$ cat src/rtl/rate_pin_pkg.sv
// Package for the rate-reduce pin status and active-control shadow block.
// Assumes a 10 MHz device clock and a host command decoder outside.
//
// Functional notes
// - Status bit 7 shows present pin level
// - Rise-seen sticky, cleared by full/global update
// - Fall-seen sticky, cleared by full/global update
// - Rising edge triggers enabled limited update
// - Falling edge triggers enabled limited update
// - Full update wins when both enabled
// - Edge enables change only by host write
// - Both load results; full also zeroes accumulators
// - Limited updates never activate pending control
// - Status reads zero in alert-pin mode
// - Reading status clears nothing
// - Power-cycle flag set at reset, host clears
// - Shadow is read-only, shows active settings
// - Shadow loads with results after 1 ms
// - Rate change waits for conversion cycle end unless active sleep bit set
// - Two-bit rate field selects normal rate
// - Active sleep bit stops conversions
// - Single-shot bit selects conversion mode
// - Alert-pin bit enables alert output
// - Conversion-complete alert lasts 5 us
// - Overflow alert drives output on overflow
// - Overflow flag reads one after overflow
// - Keep update refreshes results, keeps accumulators

package rate_pin_pkg;

  //////////////////////////////////////////////////////////////////////////
  // Register offsets
  localparam logic [7:0] ADDR_PIN_STAT = 8'h20;
  localparam logic [7:0] ADDR_ACT_CTRL = 8'h21;

  //////////////////////////////////////////////////////////////////////////
  // Pin status register fields
  localparam int BIT_LEVEL = 7;
  localparam int BIT_RISE_SEEN = 6;
  localparam int BIT_FALL_SEEN = 5;
  localparam int BIT_RISE_FULL = 4;
  localparam int BIT_RISE_KEEP = 3;
  localparam int BIT_FALL_FULL = 2;
  localparam int BIT_FALL_KEEP = 1;
  localparam int BIT_POR = 0;
  // Enable bits 4:1 reset value
  localparam logic [3:0] EN_RESET = 4'ha;

  //////////////////////////////////////////////////////////////////////////
  // Active control fields
  localparam int BIT_RATE_HI = 7;
  localparam int BIT_RATE_LO = 6;
  localparam int BIT_SLEEP = 5;
  localparam int BIT_SINGLE = 4;
  localparam int BIT_ALERT_PIN = 3;
  localparam int BIT_CC_ALERT = 2;
  localparam int BIT_OVERFLOW_ALERT_EN = 1;
  localparam int BIT_OVF = 0;
  localparam logic [6:0] ACT_RESET = 7'h00;

  //////////////////////////////////////////////////////////////////////////
  // Timing
  localparam int CLK_PERIOD_NS = 100;
  localparam int UPD_DELAY_US = 1000;
  localparam int UPD_CYCLES = (UPD_DELAY_US * 1000) / CLK_PERIOD_NS;
  localparam int CC_ALERT_NS = 5000;
  localparam int CC_CYCLES = (CC_ALERT_NS + CLK_PERIOD_NS - 1)
                             / CLK_PERIOD_NS;
  localparam int SYNC_STAGES = 2;

  // Host update sequencer states
  typedef enum logic [1:0] {UPD_IDLE, UPD_WAIT_CYCLE, UPD_DELAY} upd_state_t;

endpackage

$ cat src/rtl/rate_pin_if.sv
// Interface carrying the synchronised rate-reduce pin level and edges.
// Assumes one clock domain shared by producer and consumer.
`timescale 1ns/100ps

interface rate_pin_if;
  logic level;
  logic rise;
  logic fall;
  modport src (output level, output rise, output fall);
  modport dst (input level, input rise, input fall);
endinterface

$ cat src/rtl/rate_pin_sync.sv
// Synchroniser and edge detector for the asynchronous rate-reduce pin.
// Assumes the pin may change at any time relative to the clock.
`timescale 1ns/100ps

module rate_pin_sync
  import rate_pin_pkg::*;
#(
  parameter int STAGES = SYNC_STAGES
) (
  // Clock and reset
  input wire logic i_clk,
  input wire logic i_rst_n,
  // Raw pin
  input wire logic i_pin,
  // Synchronised outputs
  rate_pin_if.src pin
);

  generate
    if (STAGES < 2) begin : g_bad_stages
      $error("rate_pin_sync needs at least two stages");
    end
  endgenerate

  logic [STAGES-1:0] sync_r;
  logic [STAGES:0] fill_r;
  logic lvl_r;
  logic rise_r;
  logic fall_r;

  ////////////////////////////////////////////////////////////////////////
  // Synchroniser chain, first stage feeds only the second
  always_ff @(posedge i_clk or negedge i_rst_n) begin
    if (!i_rst_n) begin
      sync_r <= '0;
    end else begin
      sync_r <= {sync_r[STAGES-2:0], i_pin};
    end
  end

  // Priming so reset state gives no false edge
  always_ff @(posedge i_clk or negedge i_rst_n) begin
    if (!i_rst_n) begin
      fill_r <= '0;
    end else begin
      fill_r <= {fill_r[STAGES-1:0], 1'b1};
    end
  end

  // Level and one-cycle edge pulses
  always_ff @(posedge i_clk or negedge i_rst_n) begin
    if (!i_rst_n) begin
      lvl_r <= 1'b0;
      rise_r <= 1'b0;
      fall_r <= 1'b0;
    end else begin
      lvl_r <= sync_r[STAGES-1];
      rise_r <= fill_r[STAGES] & sync_r[STAGES-1] & ~lvl_r;
      fall_r <= fill_r[STAGES] & ~sync_r[STAGES-1] & lvl_r;
    end
  end

  assign pin.level = lvl_r;
  assign pin.rise = rise_r;
  assign pin.fall = fall_r;

endmodule // rate_pin_sync

$ cat src/rtl/rate_pin_status.sv
// Rate-reduce pin status register, edge-triggered limited updates,
// power-cycle flag and read-only shadow of the active control settings.
// Assumes the host command decoder gives one-cycle register strobes and
// update command pulses, and the conversion engine gives cycle-end and
// overflow pulses on this clock.
`timescale 1ns/100ps

module rate_pin_status
  import rate_pin_pkg::*;
#(
  parameter int UPD_DLY = UPD_CYCLES,
  parameter int CC_LEN = CC_CYCLES
) (
  // Clock and reset
  input wire logic I_CLK,
  input wire logic I_RESET_N,
  // Rate-reduce pin and its mode
  input wire logic I_RATE_PIN,
  input wire logic I_PIN_IS_ALERT,
  // Register access
  input wire logic [7:0] I_REG_ADDR,
  input wire logic I_REG_WE,
  input wire logic I_REG_RE,
  input wire logic [7:0] I_REG_WDATA,
  output logic [7:0] O_REG_RDATA,
  // Host update commands and pending control value
  input wire logic I_CMD_FULL,
  input wire logic I_CMD_KEEP,
  input wire logic I_CMD_GLOBAL,
  input wire logic [7:0] I_CTRL_PEND,
  // Conversion engine
  input wire logic I_CONV_DONE,
  input wire logic I_ACC_OVF,
  output logic O_LOAD_RESULTS,
  output logic O_CLEAR_ACC,
  output logic [1:0] O_ACT_RATE,
  output logic O_ACT_SLEEP,
  output logic O_ACT_SINGLE,
  // Alert output
  output logic O_ALERT
);

  localparam int CW = $clog2(UPD_DLY + 1);
  localparam int AW = $clog2(CC_LEN + 1);

  generate
    if (UPD_DLY < 2 || CC_LEN < 1) begin : g_bad_params
      $error("rate_pin_status delay counts out of range");
    end
  endgenerate

  rate_pin_if pin ();

  logic rise_seen_r;
  logic fall_seen_r;
  logic [3:0] en_r;
  logic por_r;
  logic [6:0] act_r;
  logic [6:0] pend_r;
  logic full_r;
  logic ovf_flag_r;
  upd_state_t state_r;
  logic [CW-1:0] cnt_r;
  logic [AW-1:0] cc_cnt_r;
  logic [7:0] rdata_r;
  logic load_r;
  logic clear_r;
  logic alert_r;
  logic cmd_any;
  logic cmd_clear;
  logic done_tick;
  logic st_wr;
  logic lim_full;
  logic lim_keep;
  logic [7:0] stat_word;

  ////////////////////////////////////////////////////////////////////////
  // Pin synchroniser
  rate_pin_sync #(
    .STAGES(SYNC_STAGES)
  ) u_sync (
    .i_clk(I_CLK),
    .i_rst_n(I_RESET_N),
    .i_pin(I_RATE_PIN),
    .pin(pin)
  );

  ////////////////////////////////////////////////////////////////////////
  // Decode of commands, writes and edge-triggered updates
  assign cmd_any = I_CMD_FULL | I_CMD_KEEP | I_CMD_GLOBAL;
  assign cmd_clear = I_CMD_FULL | I_CMD_GLOBAL;
  assign st_wr = I_REG_WE && (I_REG_ADDR == ADDR_PIN_STAT);
  assign done_tick = (state_r == UPD_DELAY) && (cnt_r == CW'(1)) && !cmd_any;
  // Full wins over keep for the same edge
  assign lim_full = (pin.rise & en_r[BIT_RISE_FULL-1])
                  | (pin.fall & en_r[BIT_FALL_FULL-1]);
  assign lim_keep = ~lim_full
                  & ((pin.rise & en_r[BIT_RISE_KEEP-1])
                  | (pin.fall & en_r[BIT_FALL_KEEP-1]));
  assign stat_word = {pin.level, rise_seen_r, fall_seen_r, en_r, por_r};

  ////////////////////////////////////////////////////////////////////////
  // Sticky edge flags, set wins over clear
  always_ff @(posedge I_CLK or negedge I_RESET_N) begin
    if (!I_RESET_N) begin
      rise_seen_r <= 1'b0;
      fall_seen_r <= 1'b0;
    end else begin
      if (pin.rise) begin
        rise_seen_r <= 1'b1;
      end else if (cmd_clear) begin
        rise_seen_r <= 1'b0;
      end
      if (pin.fall) begin
        fall_seen_r <= 1'b1;
      end else if (cmd_clear) begin
        fall_seen_r <= 1'b0;
      end
    end
  end

  // Edge update enables, host write only
  always_ff @(posedge I_CLK or negedge I_RESET_N) begin
    if (!I_RESET_N) begin
      en_r <= EN_RESET;
    end else if (st_wr) begin
      en_r <= I_REG_WDATA[BIT_RISE_FULL:BIT_FALL_KEEP];
    end
  end

  // Power-cycle flag, only reset sets it
  always_ff @(posedge I_CLK or negedge I_RESET_N) begin
    if (!I_RESET_N) begin
      por_r <= 1'b1;
    end else if (st_wr && !I_REG_WDATA[BIT_POR]) begin
      por_r <= 1'b0;
    end
  end

  ////////////////////////////////////////////////////////////////////////
  // Host update sequencer: capture, wait for cycle end if the rate changes while awake, then 1 ms delay
  always_ff @(posedge I_CLK or negedge I_RESET_N) begin
    if (!I_RESET_N) begin
      state_r <= UPD_IDLE;
      cnt_r <= '0;
      pend_r <= ACT_RESET;
      full_r <= 1'b0;
    end else if (cmd_any) begin
      pend_r <= I_CTRL_PEND[7:1];
      full_r <= cmd_clear;
      cnt_r <= CW'(UPD_DLY);
      if (I_CTRL_PEND[7:6] != act_r[6:5] && !act_r[BIT_SLEEP-1]) begin
        state_r <= UPD_WAIT_CYCLE;
      end else begin
        state_r <= UPD_DELAY;
      end
    end else begin
      case (state_r)
        UPD_WAIT_CYCLE: begin
          if (I_CONV_DONE) begin
            state_r <= UPD_DELAY;
          end
        end
        UPD_DELAY: begin
          cnt_r <= cnt_r - CW'(1);
          if (cnt_r == CW'(1)) begin
            state_r <= UPD_IDLE;
          end
        end
        default: begin
          state_r <= UPD_IDLE;
        end
      endcase
    end
  end

  // Active settings change only at the end of a host update
  always_ff @(posedge I_CLK or negedge I_RESET_N) begin
    if (!I_RESET_N) begin
      act_r <= ACT_RESET;
    end else if (done_tick) begin
      act_r <= pend_r;
    end
  end

  ////////////////////////////////////////////////////////////////////////
  // Result load and accumulator clear strobes
  always_ff @(posedge I_CLK or negedge I_RESET_N) begin
    if (!I_RESET_N) begin
      load_r <= 1'b0;
      clear_r <= 1'b0;
    end else begin
      load_r <= lim_full | lim_keep | done_tick;
      clear_r <= lim_full | (done_tick & full_r);
    end
  end

  // Overflow flag, new overflow wins over clearing
  always_ff @(posedge I_CLK or negedge I_RESET_N) begin
    if (!I_RESET_N) begin
      ovf_flag_r <= 1'b0;
    end else if (I_ACC_OVF) begin
      ovf_flag_r <= 1'b1;
    end else if (clear_r) begin
      ovf_flag_r <= 1'b0;
    end
  end

  ////////////////////////////////////////////////////////////////////////
  // Alert: timed pulse on cycle end, level on overflow
  always_ff @(posedge I_CLK or negedge I_RESET_N) begin
    if (!I_RESET_N) begin
      cc_cnt_r <= '0;
    end else if (I_CONV_DONE && act_r[BIT_CC_ALERT-1]) begin
      cc_cnt_r <= AW'(CC_LEN);
    end else if (cc_cnt_r != '0) begin
      cc_cnt_r <= cc_cnt_r - AW'(1);
    end
  end

  always_ff @(posedge I_CLK or negedge I_RESET_N) begin
    if (!I_RESET_N) begin
      alert_r <= 1'b0;
    end else begin
      alert_r <= act_r[BIT_ALERT_PIN-1]
               & ((cc_cnt_r != '0)
               | (act_r[BIT_OVERFLOW_ALERT_EN-1] & ovf_flag_r));
    end
  end

  ////////////////////////////////////////////////////////////////////////
  // Register read port, no side effects on read
  always_ff @(posedge I_CLK or negedge I_RESET_N) begin
    if (!I_RESET_N) begin
      rdata_r <= 8'h00;
    end else if (I_REG_RE) begin
      case (I_REG_ADDR)
        ADDR_PIN_STAT: begin
          rdata_r <= I_PIN_IS_ALERT ? 8'h00 : stat_word;
        end
        ADDR_ACT_CTRL: rdata_r <= {act_r, ovf_flag_r};
        default: rdata_r <= 8'h00;
      endcase
    end
  end

  // Outputs straight from flip-flops
  assign O_REG_RDATA = rdata_r;
  assign O_LOAD_RESULTS = load_r;
  assign O_CLEAR_ACC = clear_r;
  assign O_ACT_RATE = act_r[6:5];
  assign O_ACT_SLEEP = act_r[BIT_SLEEP-1];
  assign O_ACT_SINGLE = act_r[BIT_SINGLE-1];
  assign O_ALERT = alert_r;
endmodule // rate_pin_status

$ cat config.mk
export PLATFORM = sky130hd
export DESIGN_NAME = rate_pin_status
export DESIGN_NICKNAME = d
export VERILOG_FILES = /design/src/rtl/rate_pin_pkg.sv /design/src/rtl/rate_pin_if.sv /design/src/rtl/rate_pin_sync.sv /design/src/rtl/rate_pin_status.sv
export SDC_FILE = /design/constraint.sdc
export NUM_CORES = 1
export LEC_CHECK = 0
export ABC_AREA = 0
export BUFFER_PORTS_ARGS = -buffer_cell sky130_fd_sc_hd__buf_2
export CAP_MARGIN = 20
export CORE_ASPECT_RATIO = 1.2
export CORE_MARGIN = 1
export CORE_UTILIZATION = 30
export DETAILED_ROUTE_END_ITERATION = 10
export PLACE_DENSITY = 0.59
export SLEW_MARGIN = 10
export SYNTH_ARGS = -nofsm -noshare
export SYNTH_HDL_FRONTEND = slang
export SYNTH_SLANG_ARGS = --single-unit
$ cat constraint.sdc
create_clock -name I_CLK -period 3.5 [get_ports I_CLK]
set_input_delay 0.35 -clock I_CLK [delete_from_list [all_inputs] [get_ports I_CLK]]
set_output_delay 0.35 -clock I_CLK [all_outputs]
set_load 0.03 [all_outputs]
* Word level (Yosys, flattened, before mapping)
Cells that the tools add are included.
Storage, ports and cells: word-level logic and storage cells 86, bits of input ports 35, output and inout port bits 15, register bits 64
Cells by class: reductions and logical operators 16, mux-type cells 16, equality and inequality tests 8, bitwise logic cells 24, add/sub/neg operators 2
Operator list (number):
- 14-bit two-way mux | 2
- 8-bit by 6-bit == test with 1-bit output (second input constant) | 2
- 8-bit one-hot mux with 2 select lines | 1
- 14-bit by 1-bit == test with 1-bit output (second input constant) | 1
- 14-bit by 1-bit subtractor with 14-bit output (second input constant) | 1
- 1-bit bitwise AND | 12
- 6-bit two-way mux | 2
- 2-bit nonzero test | 5
- 1-bit bitwise OR | 9
- 2-bit two-way mux | 4
- 8-bit two-way mux | 1
- 1-bit logical AND | 6
- 6-bit nonzero test | 1
- 6-bit by 1-bit subtractor with 6-bit output (second input constant) | 1
- 1-bit two-way mux | 5
- 2-bit one-hot mux with 2 select lines | 1
- 1-bit zero test | 3
- 3-bit by 2-bit != test with 1-bit output (second input constant) | 1
- 3-bit != test (second input constant) | 1
- 1-bit inverter | 3
- 2-bit by 1-bit == test with 1-bit output (second input constant) | 1
- 2-bit == test (second input constant) | 1
- 2-bit != test | 1
- 2-bit AND reduction | 1

* Longest topological paths before layout
Gate-level depths: netlist of the first run.
depth after elaboration 6, mapped depth 7, depth with buffers taken out 6

* By module
From an unflattened synthesis of the first run, not the netlist that was laid out.
Second synthesis, totals: cell total of the unflattened synthesis 236, area total of the unflattened synthesis 2766.4 µm²
By module, submodules not included:
- rate_pin_status | cells an instance 225, times used 1, seq. area each 1405.1 µm², area an instance 2544.9 µm²
- rate_pin_sync | cells an instance 11, times used 1, seq. area each 200.2 µm², area an instance 221.5 µm²

* Worst setup path before layout of the first run
No wires, ideal clock.
path type input to register, from input I_CMD_KEEP, to register act_r[0], required time 3.375 ns, data arrival time 1.819 ns, buffers on the path 2, setup slack 1.556 ns, cell stages on the path 5, library setup time 0.125 ns, cell sequence or3_1 > buf_2 > or4_1 > buf_4 > mux2_4
Between the ends: cells in the longest elaborated chain, start to end 4
RTL lines:
- start: declaration | line rate_pin_status.sv:28 | input wire logic I_CMD_KEEP,
- 1-bit bitwise OR (2 in a row) | line rate_pin_status.sv:90 | assign cmd_any = I_CMD_FULL | I_CMD_KEEP | I_CMD_GLOBAL;
- 1-bit zero test | line rate_pin_status.sv:93 | assign done_tick = (state_r == UPD_DELAY) && (cnt_r == CW'(1)) && !cmd_any;
- 1-bit logical AND | line rate_pin_status.sv:93
- end signal: assignment | line rate_pin_status.sv:182 | act_r <= pend_r;
- end: declaration | line rate_pin_status.sv:58 | logic [6:0] act_r;
No other way between the ends. A chain may end at the register's enable or synchronous reset.

* Worst setup path after layout of the first run
from register cnt_r[6], to register act_r[1]
Between the ends: cells in the longest elaborated chain, start to end 3
RTL lines:
- start: declaration | line rate_pin_status.sv:63 | logic [CW-1:0] cnt_r;
- start signal: assignment | line rate_pin_status.sv:151 | cnt_r <= CW'(UPD_DLY);
- start signal: assignment | line rate_pin_status.sv:165 | cnt_r <= cnt_r - CW'(1);
- 14-bit by 1-bit == test with 1-bit output | line rate_pin_status.sv:93
- 1-bit logical AND (2 in a row) | line rate_pin_status.sv:93
No other way between the ends.

==> results of run 1 <==
worst max-delay path, cell delays in order, from the launching register on:
cell	delay [ns]
dfrtp_1	0.42
nor4_2	0.44
nand3b_1	0.20
or4_1	0.70
mux2_4	0.38
Yosys cell counts, types with 2 or more instances:
cell type   n
a211oi_1    2
a21o_1      4
a21oi_1     6
a221o_1     9
buf_4       3
clkbuf_1    5
dfrtp_1    61
dfstp_2     3
ha_1        4
inv_1       6
mux2_2      5
mux2_4      7
nand2_1    33
nand2b_1    2
nand3_1     5
nand3b_1    5
nor2_1     13
nor2b_1    11
nor3_1      5
nor4_1      3
o21ai_0     8
o31ai_1     2
or2_2       3
or3_1       4
or4_1       3
or4b_1      2
xnor2_1     9
xor2_1      4
logic make-up (layout without fill, tap and decap cells):
logic type	count (synthesis)	count (layout)	share of synthesized area (%)
other	1	1	0.135
DFF	64	64	58.0
xor gates and xnor gates	13	13	4.11
and+or+nand+nor	96	96	18.3
adders and majority gates	4	4	1.81
buffers and inverters	15	70	2.49
muxes	12	12	5.83
AOI/OAI and AO/OA	36	36	9.31
cells in the final DEF (no fill, tap or decap), types with 6 or more instances in the layout:
cell	netlist	routed
a21oi_1	6	6
a221o_1	9	9
buf_2	1	45
clkbuf_8	0	10
dfrtp_1	61	61
inv_1	6	6
mux2_4	7	7
nand2_1	33	33
nor2_1	13	13
nor2b_1	11	11
o21ai_0	8	8
xnor2_1	9	9
routing by layer:
layer	track usage [%]	vias to the layer above	routed length [µm]
li1	-	944	-
met1	16.4	921	2550
met2	20.2	43	2640
met3	2.93	11	243
met4	6.12	0	114
met5	0	-	0
stage by stage:
stage                     utilization [%]  total power [µW]  instance area (µm²)  cells  hold WS [ns]
after detailed placement             34.7               859                 3120    400         0.335
after floorplan                         -               811                 2770    241        0.0544
after global placement               34.7               857                 3120    400         0.333
final                                36.8              1460                 3310    416        0.0116
after global routing                 36.8              1520                 3310    416        0.0461
after CTS                            36.8              1480                 3310    416        0.0309
sequential cells by signal, summed over array words and instances (netlist names), 2 cells and up:
signal and flops:
pend_r 7, state_r 2, O_REG_RDATA 8, act_r 7, cnt_r 14, u_sync.sync_r 2
en_r 4, u_sync.fill_r 3, cc_cnt_r 6
area by class of cell:
class | count | area [µm²]
Clock buffer | 13 | 149
Multi-Input combinational cell | 162 | 1090
Tap cell | 120 | 150
Sequential cell | 64 | 1610
Inverter | 6 | 22.5
Clock inverter | 3 | 42.5
Fill cell | 895 | 5680
Timing Repair Buffer | 48 | 248
final timing paths:
kind                                             from  slack, ns                          to  cells after the start
max                              cnt_r[6]$_DFFE_PN0P_       1.24        act_r[1]$_DFFE_PN0P_                      4
min                                         I_RESET_N       0.01       pend_r[4]$_DFFE_PN0P_                      1
max reg2reg                      cnt_r[6]$_DFFE_PN0P_       1.24        act_r[1]$_DFFE_PN0P_                      4
min reg2reg                u_sync.fill_r[1]$_DFF_PN0_       0.35  u_sync.fill_r[2]$_DFF_PN0_                      0
max in group asynchronous                   I_RESET_N       2.54         en_r[3]$_DFFE_PN1P_                      2
min in group I_CLK                         I_RATE_PIN       0.13  u_sync.sync_r[0]$_DFF_PN0_                      1
report_power, final:
group          leakage (µW)  total [µW]  switching (µW)  internal [µW]
Clock             0.0000936         619             271            348
Sequential         0.000811         771            12.7            758
Combinational      0.000654        71.4            42.6           28.8
==> results.yml, run 1 <==
run_status:
  outcome: "finished clean"
synth:
  synth.area.top_cells: "dfrtp_1, nand2_1, mux2_4"
  synthArstFlopShare_pct: 100
  synth.distinct_cells: 42
  synth_area_um2: 2770
  syn_nets: 280
  synth_top_area_share_pct: 55.2
  synth_seq_area_share_pct: 58.0
  synth_seq_cells: 64
  synth_edf_count: 0
  synth_warnings: 0
  synth_flop_cell: "dfrtp_1"
  syn_inst: 241
  syn_avg_cell_area_um2: 11.5
  yosys.area.top_type: "dfrtp_1"
timing:
  finalCritPeriodShare_pct: 64.5
  fin_skew_ns: 0.0117
  finalSetupTns_ns: 0
  relSlewSlack_pct: 57.0
  drv_slew: 0
  setup_viol: 0
  fmax_ghz: 0.443
  period_needed_ns: 2.26
  worstMarginPinSlew_ns: 0.645
  hold_viol_final: 0
  post-route-worst-setup-slack_ns: 1.24
  grt_setup_unrepaired: "false"
route:
  drt-initial-drc-count: 77
  detail-route-antenna-nets: 0
  drtPass1Iterations: 4
  routedWlPerCell_um: 13.3
  routed_via_density: 4.61
  wirelength_mm: 5.55
  route.vias.total: 1919
  drc: 0
placed_design:
  gp_congestion: 0.738
  portBuffers: 45
  pre_cts_ws_ns: 0.954
  post-dp-hpwl_mm: 3.99
floorplan:
  num_rows: 38
  die_h_um: 107
  core_um2: 8990
  die_w_um: 89.7
  start_util_pct: 30.8
  die_area_um2: 9620
  io_pins: 50
power:
  p_per_area_nw_per_um2: 441
  irDropWorstVdd_mv: 0.204
  total_leakage_power_uw: 0.00156
cts:
  post_cts_buffers: 0
  h-tree-depth: 3
  numCtsBuffers: 9
  worstSkewPairLatency_ns: 0.34
  clockRootBuffer: "clkbuf_8"
  clkSlewWorstSetupHoldPaths_ns: 0.07
  cts_buffer_depth: 2
  post_cts_resized: 0
  cts_hold_buf: 0
  numClockSinks: 64
  cts_tree: "built"
cells_and_area:
  synthToLayoutAreaGrowth_pct: 19.6
  drive_above_1_share_pct: 27.4
  diodes: 0
  nNetsFinal: 330
critical_path:
  end_kind: "register"
  cp_data_arrival_time_ns: 2.47
  crit_type: "reg2reg"
  startpoint_type: "register"
  cp.required_ns: 3.71
  path_max_fanout: 9
grt:
  grt_pass1_wl_mm: 9.18
  overflow: 0
  grt_start_max_net_pins: 42
  grt_pass1_vias: 1896
  gr-usage-all-layers_pct: 12.8
  grt_antenna_before_repair: 0
min_path:
  min_path_type: "in2async"
flow_run:
  max_cap_violations: 0
Power figures use the tool's default switching activity.
==> inputs of run 2 (changes only) <==
Settings changed: ABC_AREA 0 to 1, PLACE_DENSITY 0.59 to 0.6.
Clock period 3.5 ns to 2 ns, I/O delays scaled along.
==> run 2 against run 1 <==
  * Routed wire length rose by 13%
  * First-iteration DRC count is 6.5% higher
  * Die area increased by 11%
  * Sequential share of layout area fell by 6.2 points
  * Fmax rose by 57%
  * Critical endpoint is now cnt_r[10]$_DFFE_PN0P_
  * Largest power group is now clock
==> results.yml, run 2 <==
min_path:
  min_path_type: "in2reg"
  min_from: "I_ACC_OVF"
timing:
  hold_viol_final: 0
  relSlewSlack_pct: 66.5
  period_needed_ns: 1.44
  drv_slew: 0
  grt_setup_unrepaired: "false"
  holdWs_ns: 0.0732
  finalSetupTns_ns: 0
  worstMarginPinSlew_ns: 0.500
  setup_viol: 0
  fin_skew_ns: 0.00649
  post-route-worst-setup-slack_ns: 0.560
  fmax_ghz: 0.695
  finalCritPeriodShare_pct: 72.0
synth:
  synth_seq_cells: 64
  syn_nets: 408
  synth_commonest_cells: "nand2_1, dfrtp_1, inv_1"
  synth_seq_area_share_pct: 52.0
  synth_xor_area_share_pct: 0.284
  synth.most_common_cell: "nand2_1"
  synth.distinct_cells: 34
  synth_warnings: 0
  yosys.area.top_type: "dfrtp_1"
  synth_top_area_share_pct: 49.4
  syn_avg_cell_area_um2: 8.37
  synth_flop_cell: "dfrtp_1"
  synth_top_family_by_area: "simple AND/OR/NAND/NOR gates"
  synth.area.mux_share_pct: 0
  synthSimpleGateAreaFrac_pct: 30.0
  synth_area_um2: 3090
  synthArstFlopShare_pct: 100
  synth.area.top_cells: "dfrtp_1, nand2_1, inv_1"
  synth_edf_count: 0
  synth_compound_area_share_pct: 7.29
  syn_inst: 369
  synthAdderAreaFrac_pct: 1.62
floorplan:
  core_um2: 10000
  die_w_um: 94.6
  die_area_um2: 10700
  start_util_pct: 30.9
  die_h_um: 113
  io_pins: 50
  num_rows: 40
critical_path:
  startpoint_type: "register"
  critPathLaunch: "cnt_r[0]$_DFFE_PN0P_"
  end_kind: "register"
  r2r_slack_ns: 0.56
  r2r_cells: 7
  cp-endpoint: "cnt_r[10]$_DFFE_PN0P_"
  cp_data_arrival_time_ns: 1.65
  crit_type: "reg2reg"
  path_max_fanout: 5
  cp.required_ns: 2.21
  r2r_start: "cnt_r[0]$_DFFE_PN0P_"
  rr_endpoint: "cnt_r[10]$_DFFE_PN0P_"
power:
  netSwitchingFraction_pct: 21.2
  p_sw_uw: 688
  p_comb_share_pct: 6.1
  irDropWorstVdd_mv: 0.531
  p_per_area_nw_per_um2: 856
  clkPwrFrac_pct: 52.1
  total_leakage_power_uw: 0.00198
  p_seq_share_pct: 41.8
  internal-power_uw: 2560
cells_and_area:
  multi_input_area_um2: 1210
  fill_cells: 1002
  regArea_um2: 1610
  regMostFlops: "cnt_r"
  nNetsFinal: 462
  diodes: 0
  drive_above_1_share_pct: 22.0
  synthToLayoutAreaGrowth_pct: 23.0
  layout_commonest_cell: "nand2_1"
  final_cell_mix: "nand2_1, dfrtp_1, inv_1"
  largest_reg_flops: 14
cts:
  numClockSinks: 64
  clockRootBuffer: "clkbuf_16"
  post_cts_resized: 0
  clkSlewWorstSetupHoldPaths_ns: 0.05
  cts_buffer_depth: 2
  worstSkewPairLatency_ns: 0.33
  numCtsBuffers: 9
  h-tree-depth: 3
  cts_tree: "built"
grt:
  grt_pass1_vias: 2455
  gr-usage-all-layers_pct: 13.3
  grt_antenna_before_repair: 0
  grt_pass1_wl_mm: 11.0
  overflow: 0
  grt_start_max_net_pins: 32
route:
  routed_via_density: 4.45
  route.vias.total: 2463
  drtPass1Iterations: 5
  drc: 0
  detail-route-antenna-nets: 0
  drt-initial-drc-count: 82
  routedWlPerCell_um: 11.4
  wirelength_mm: 6.29
placed_design:
  portBuffers: 45
  post-dp-hpwl_mm: 4.73
  gp_congestion: 0.788
  pre_cts_ws_ns: 0.563
run_status:
  outcome: "finished clean"
flow_run:
  max_cap_violations: 0
==> run 2: what timing repair did <==
action                    in CTS  in global routing
setup buffers                  0                  0
hold buffers                   2                  0
hold endpoints to repair      17                  0
==> run 2: kinds of logic (layout without fill, tap and decap cells) <==
family / Yosys count / count (layout)
other: 1 / 1
AND/OR/NAND/NOR: 196 / 196
adder cells (fa/ha/maj): 4 / 4
XOR/XNOR: 1 / 1
buffers and inverters: 63 / 122
flip-flops: 64 / 64
AO/OA/AOI/OAI: 40 / 40
==> run 2: area by class of cell <==
| cell class | count | area share [%] |
|---|---|---|
| clock buffer | 13 | 6.85 |
| clock inverter | 3 | 1.71 |
| inverter | 55 | 5.50 |
| multi-input combinational | 242 | 32.0 |
| sequential | 64 | 42.2 |
| tap | 126 | 4.15 |
| timing repair buffer | 51 | 7.57 |
==> run 2: worst min path at each step <==
stage          depth (start not counted)                    endpoint
2_1_floorplan                          0           O_ALERT$_DFF_PN0_
3_3_place_gp                           1  u_sync.sync_r[0]$_DFF_PN0_
3_5_place_dp                           1  u_sync.sync_r[0]$_DFF_PN0_
4_1_cts                                2      ovf_flag_r$_DFFE_PN0P_
5_1_grt                                2      ovf_flag_r$_DFFE_PN0P_
6_report                               2      ovf_flag_r$_DFFE_PN0P_
==> run 2: critical path, cell delays in order, from the launching register on <==
cell     delay (ns)
dfrtp_1        0.38
inv_1          0.14
ha_1           0.19
nand3_1        0.16
nor2_1         0.23
nand3_1        0.10
nand2_1        0.07
nand3_1        0.06
==> run 2: power groups by stage <==
stage | clock (µW) | combinational, µW | sequential (µW)
after floorplan | 0 | 96.0 | 1380
after global placement | 0 | 195 | 1380
after detailed placement | 0 | 197 | 1380
after CTS | 1730 | 202 | 1360
after global routing | 1780 | 228 | 1360
final | 1690 | 198 | 1360
==> run 2: per-layer routing <==
metal / global-route usage, % / wire, µm / vias up
li1: - / - / 1261
met1: 16.9 / 2870 / 1133
met2: 20.8 / 2930 / 54
met3: 2.69 / 304 / 15
met4: 7.37 / 187 / 0
met5: 0 / 0 / -
==> run 2: through the flow <==
stage | cells | area, µm² | total power, µW | utilization (%)
after floorplan | 369 | 3090 | 1480 | -
after global placement | 536 | 3450 | 1580 | 34.5
after detailed placement | 536 | 3450 | 1580 | 34.5
after CTS | 554 | 3800 | 3290 | 38.0
after global routing | 554 | 3800 | 3370 | 38.0
final | 554 | 3800 | 3250 | 38.0
==> inputs of run 3 (changes only) <==
Clock period 2 ns to 1.18 ns, I/O delays scaled along.
==> run 3 against run 2 <==
  * The run now ends with setup timing left
  * Combinational power increased by 120%
  * Sequential share of layout area decreased by 4.5 points
  * Clock power increased by 51%
  * Non-clock buffer count increased by 33
  * Via count increased by 5.4%
  * Critical path depth unchanged
  * Worst hold slack got worse by 0.065 ns
  * Final cell count increased by 5.8%
  * Sequential cell count unchanged
  * Fmax increased by 13%
  * Global-route usage increased by 0.82 points
  * Critical path type unchanged
  * Largest power group unchanged
==> results.yml, run 3 (synthesis gave the netlist of run 2 again) <==
grt:
  grt_start_max_net_pins: 65
  overflow: 0
  gr-usage-all-layers_pct: 14.1
  grt_pass1_wl_mm: 11.5
  grt_antenna_before_repair: 0
  grt_pass1_vias: 2548
cells_and_area:
  drive_above_1_share_pct: 33.3
  regMostFlops: "cnt_r"
  largest_reg_flops: 14
  layout_commonest_cell: "nand2_1"
  nNetsFinal: 495
  fill_cells: 1020
  final_cell_mix: "nand2_1, dfrtp_1, inv_1"
  synthToLayoutAreaGrowth_pct: 37.5
  diodes: 0
timing:
  post-route-worst-setup-slack_ns: -0.0989
  grt_setup_unrepaired: "true"
  fmax_ghz: 0.782
  finalCritPeriodShare_pct: 108
  finalSetupTns_ns: -1.06
  drv_slew: 0
  hold_viol_final: 0
  fin_skew_ns: 0.00509
  period_needed_ns: 1.28
  setup_viol: 20
placed_design:
  post-dp-hpwl_mm: 4.96
  portBuffers: 45
  gp_congestion: 0.774
floorplan:
  core_um2: 10000
  die_w_um: 94.6
  io_pins: 50
  start_util_pct: 30.9
  die_h_um: 113
  num_rows: 40
  die_area_um2: 10700
run_status:
  violations: "setup timing"
  outcome: "complete, but fails checks"
critical_path:
  path_cells: "inv_2 > ha_4 > nand3_4 > nor2_4 > nand3_4 > buf_6 > o2111ai_4"
  crit_slowest_cell: "dfrtp_1"
  path_max_fanout: 6
  crit_family: "flip-flops"
  cp.required_ns: 1.41
  cp_data_arrival_time_ns: 1.51
  r2r_start: "cnt_r[1]$_DFFE_PN0P_"
  crit_cells: 7
  cp_slowest_stage_delay_ns: 0.39
  startpoint_type: "register"
  cp-endpoint: "O_LOAD_RESULTS$_DFF_PN0_"
  end_kind: "register"
  r2r_cells: 7
  rr_endpoint: "O_LOAD_RESULTS$_DFF_PN0_"
  critPathLaunch: "cnt_r[1]$_DFFE_PN0P_"
  cpMostUsedCell: "nand3_4"
  r2r_slack_ns: -0.1
  crit_type: "reg2reg"
  crit_buf_inv: 2
power:
  irDropWorstVdd_mv: 0.743
  p_total_uw: 5310
  total_leakage_power_uw: 0.00218
  p_per_area_nw_per_um2: 1250
route:
  detail-route-antenna-nets: 0
  wirelength_mm: 6.95
  drc: 0
  drtPass1Iterations: 4
  route.vias.total: 2595
  routed_via_density: 4.43
  drt-initial-drc-count: 82
  routedWlPerCell_um: 11.9
flow_run:
  max_cap_violations: 0
cts:
  cts_buffer_depth: 2
  worstSkewPairLatency_ns: 0.32
  numCtsBuffers: 9
  h-tree-depth: 3
  cts_tree: "built"
  numClockSinks: 64
  clockRootBuffer: "clkbuf_16"
  clkSlewWorstSetupHoldPaths_ns: 0.05
min_path:
  min_path_type: "in2reg"
## run 3: cell count changes in the layout (fill, tap and decap cells not counted), sizes merged
| cell | delta |
|---|---|
| buf | +31 |
| clkinv | +3 |
| clkbuf | -2 |
| dlygate4sd3 | +2 |
| bufinv | -1 |
| inv | -1 |
## run 3: stage by stage
step                cell area (µm²)  setup WS (ns)  std cells  util, %  hold WS, ns
detailed placement             3700         -0.134        561     37.0        0.165
floorplan                      3130        -0.0552        369        -       -0.178
CTS                            4100        -0.0940        582     41.0     0.000185
global placement               3700         -0.112        561     37.0        0.161
finish                         4250        -0.0989        586     42.4      0.00835
global route                   4250         -0.196        586     42.4      0.00605
## run 3: worst min-delay path by stage
stage,startpoint,to,cells past startpoint
5_1_grt,I_REG_WDATA[4],en_r[3]$_DFFE_PN1P_,3
3_5_place_dp,I_RESET_N,u_sync.fill_r[0]$_DFF_PN0_,2
3_3_place_gp,I_RESET_N,u_sync.sync_r[0]$_DFF_PN0_,2
4_1_cts,I_CTRL_PEND[1],pend_r[0]$_DFFE_PN0P_,3
6_report,I_CTRL_PEND[1],pend_r[0]$_DFFE_PN0P_,3
2_1_floorplan,I_RESET_N,O_ALERT$_DFF_PN0_,0
## run 3: repair_timing
action,in CTS,in global routing
resized for setup,16,30
setup buffers,2,4
pin swaps,6,12
endpoints found under the hold margin,64,0
endpoints found under the setup margin,22,29
hold buffers,4,0
## run 3: cell type report
cell class / instances / area, µm² / area share [%]
multi-input cells: 242 / 1410 / 33.2
well taps: 126 / 158 / 3.71
repair buffers: 84 / 571 / 13.4
clock buffers: 11 / 243 / 5.71
inverters: 55 / 219 / 5.15
flip-flops and latches: 64 / 1610 / 37.8
clock inverters: 4 / 45.0 / 1.06
## run 3: tightest hold or removal path: stages
cell     delay (ns)
buf_2          0.08
nand2_1        0.04
nand2_1        0.06
## run 3: power breakdown
group,switching (µW),internal [µW]
registers,41.7,2270
clock network,894,1670
logic,258,181
total,1190,4120
## run 3: layer usage
layer / vias to the layer above / track usage [%] / wire [µm]
met1: 1197 / 16.7 / 2950
met5: - / 0 / 0
met4: 0 / 5.76 / 150
met3: 12 / 4.03 / 294
met2: 53 / 23.6 / 3560
li1: 1333 / - / -
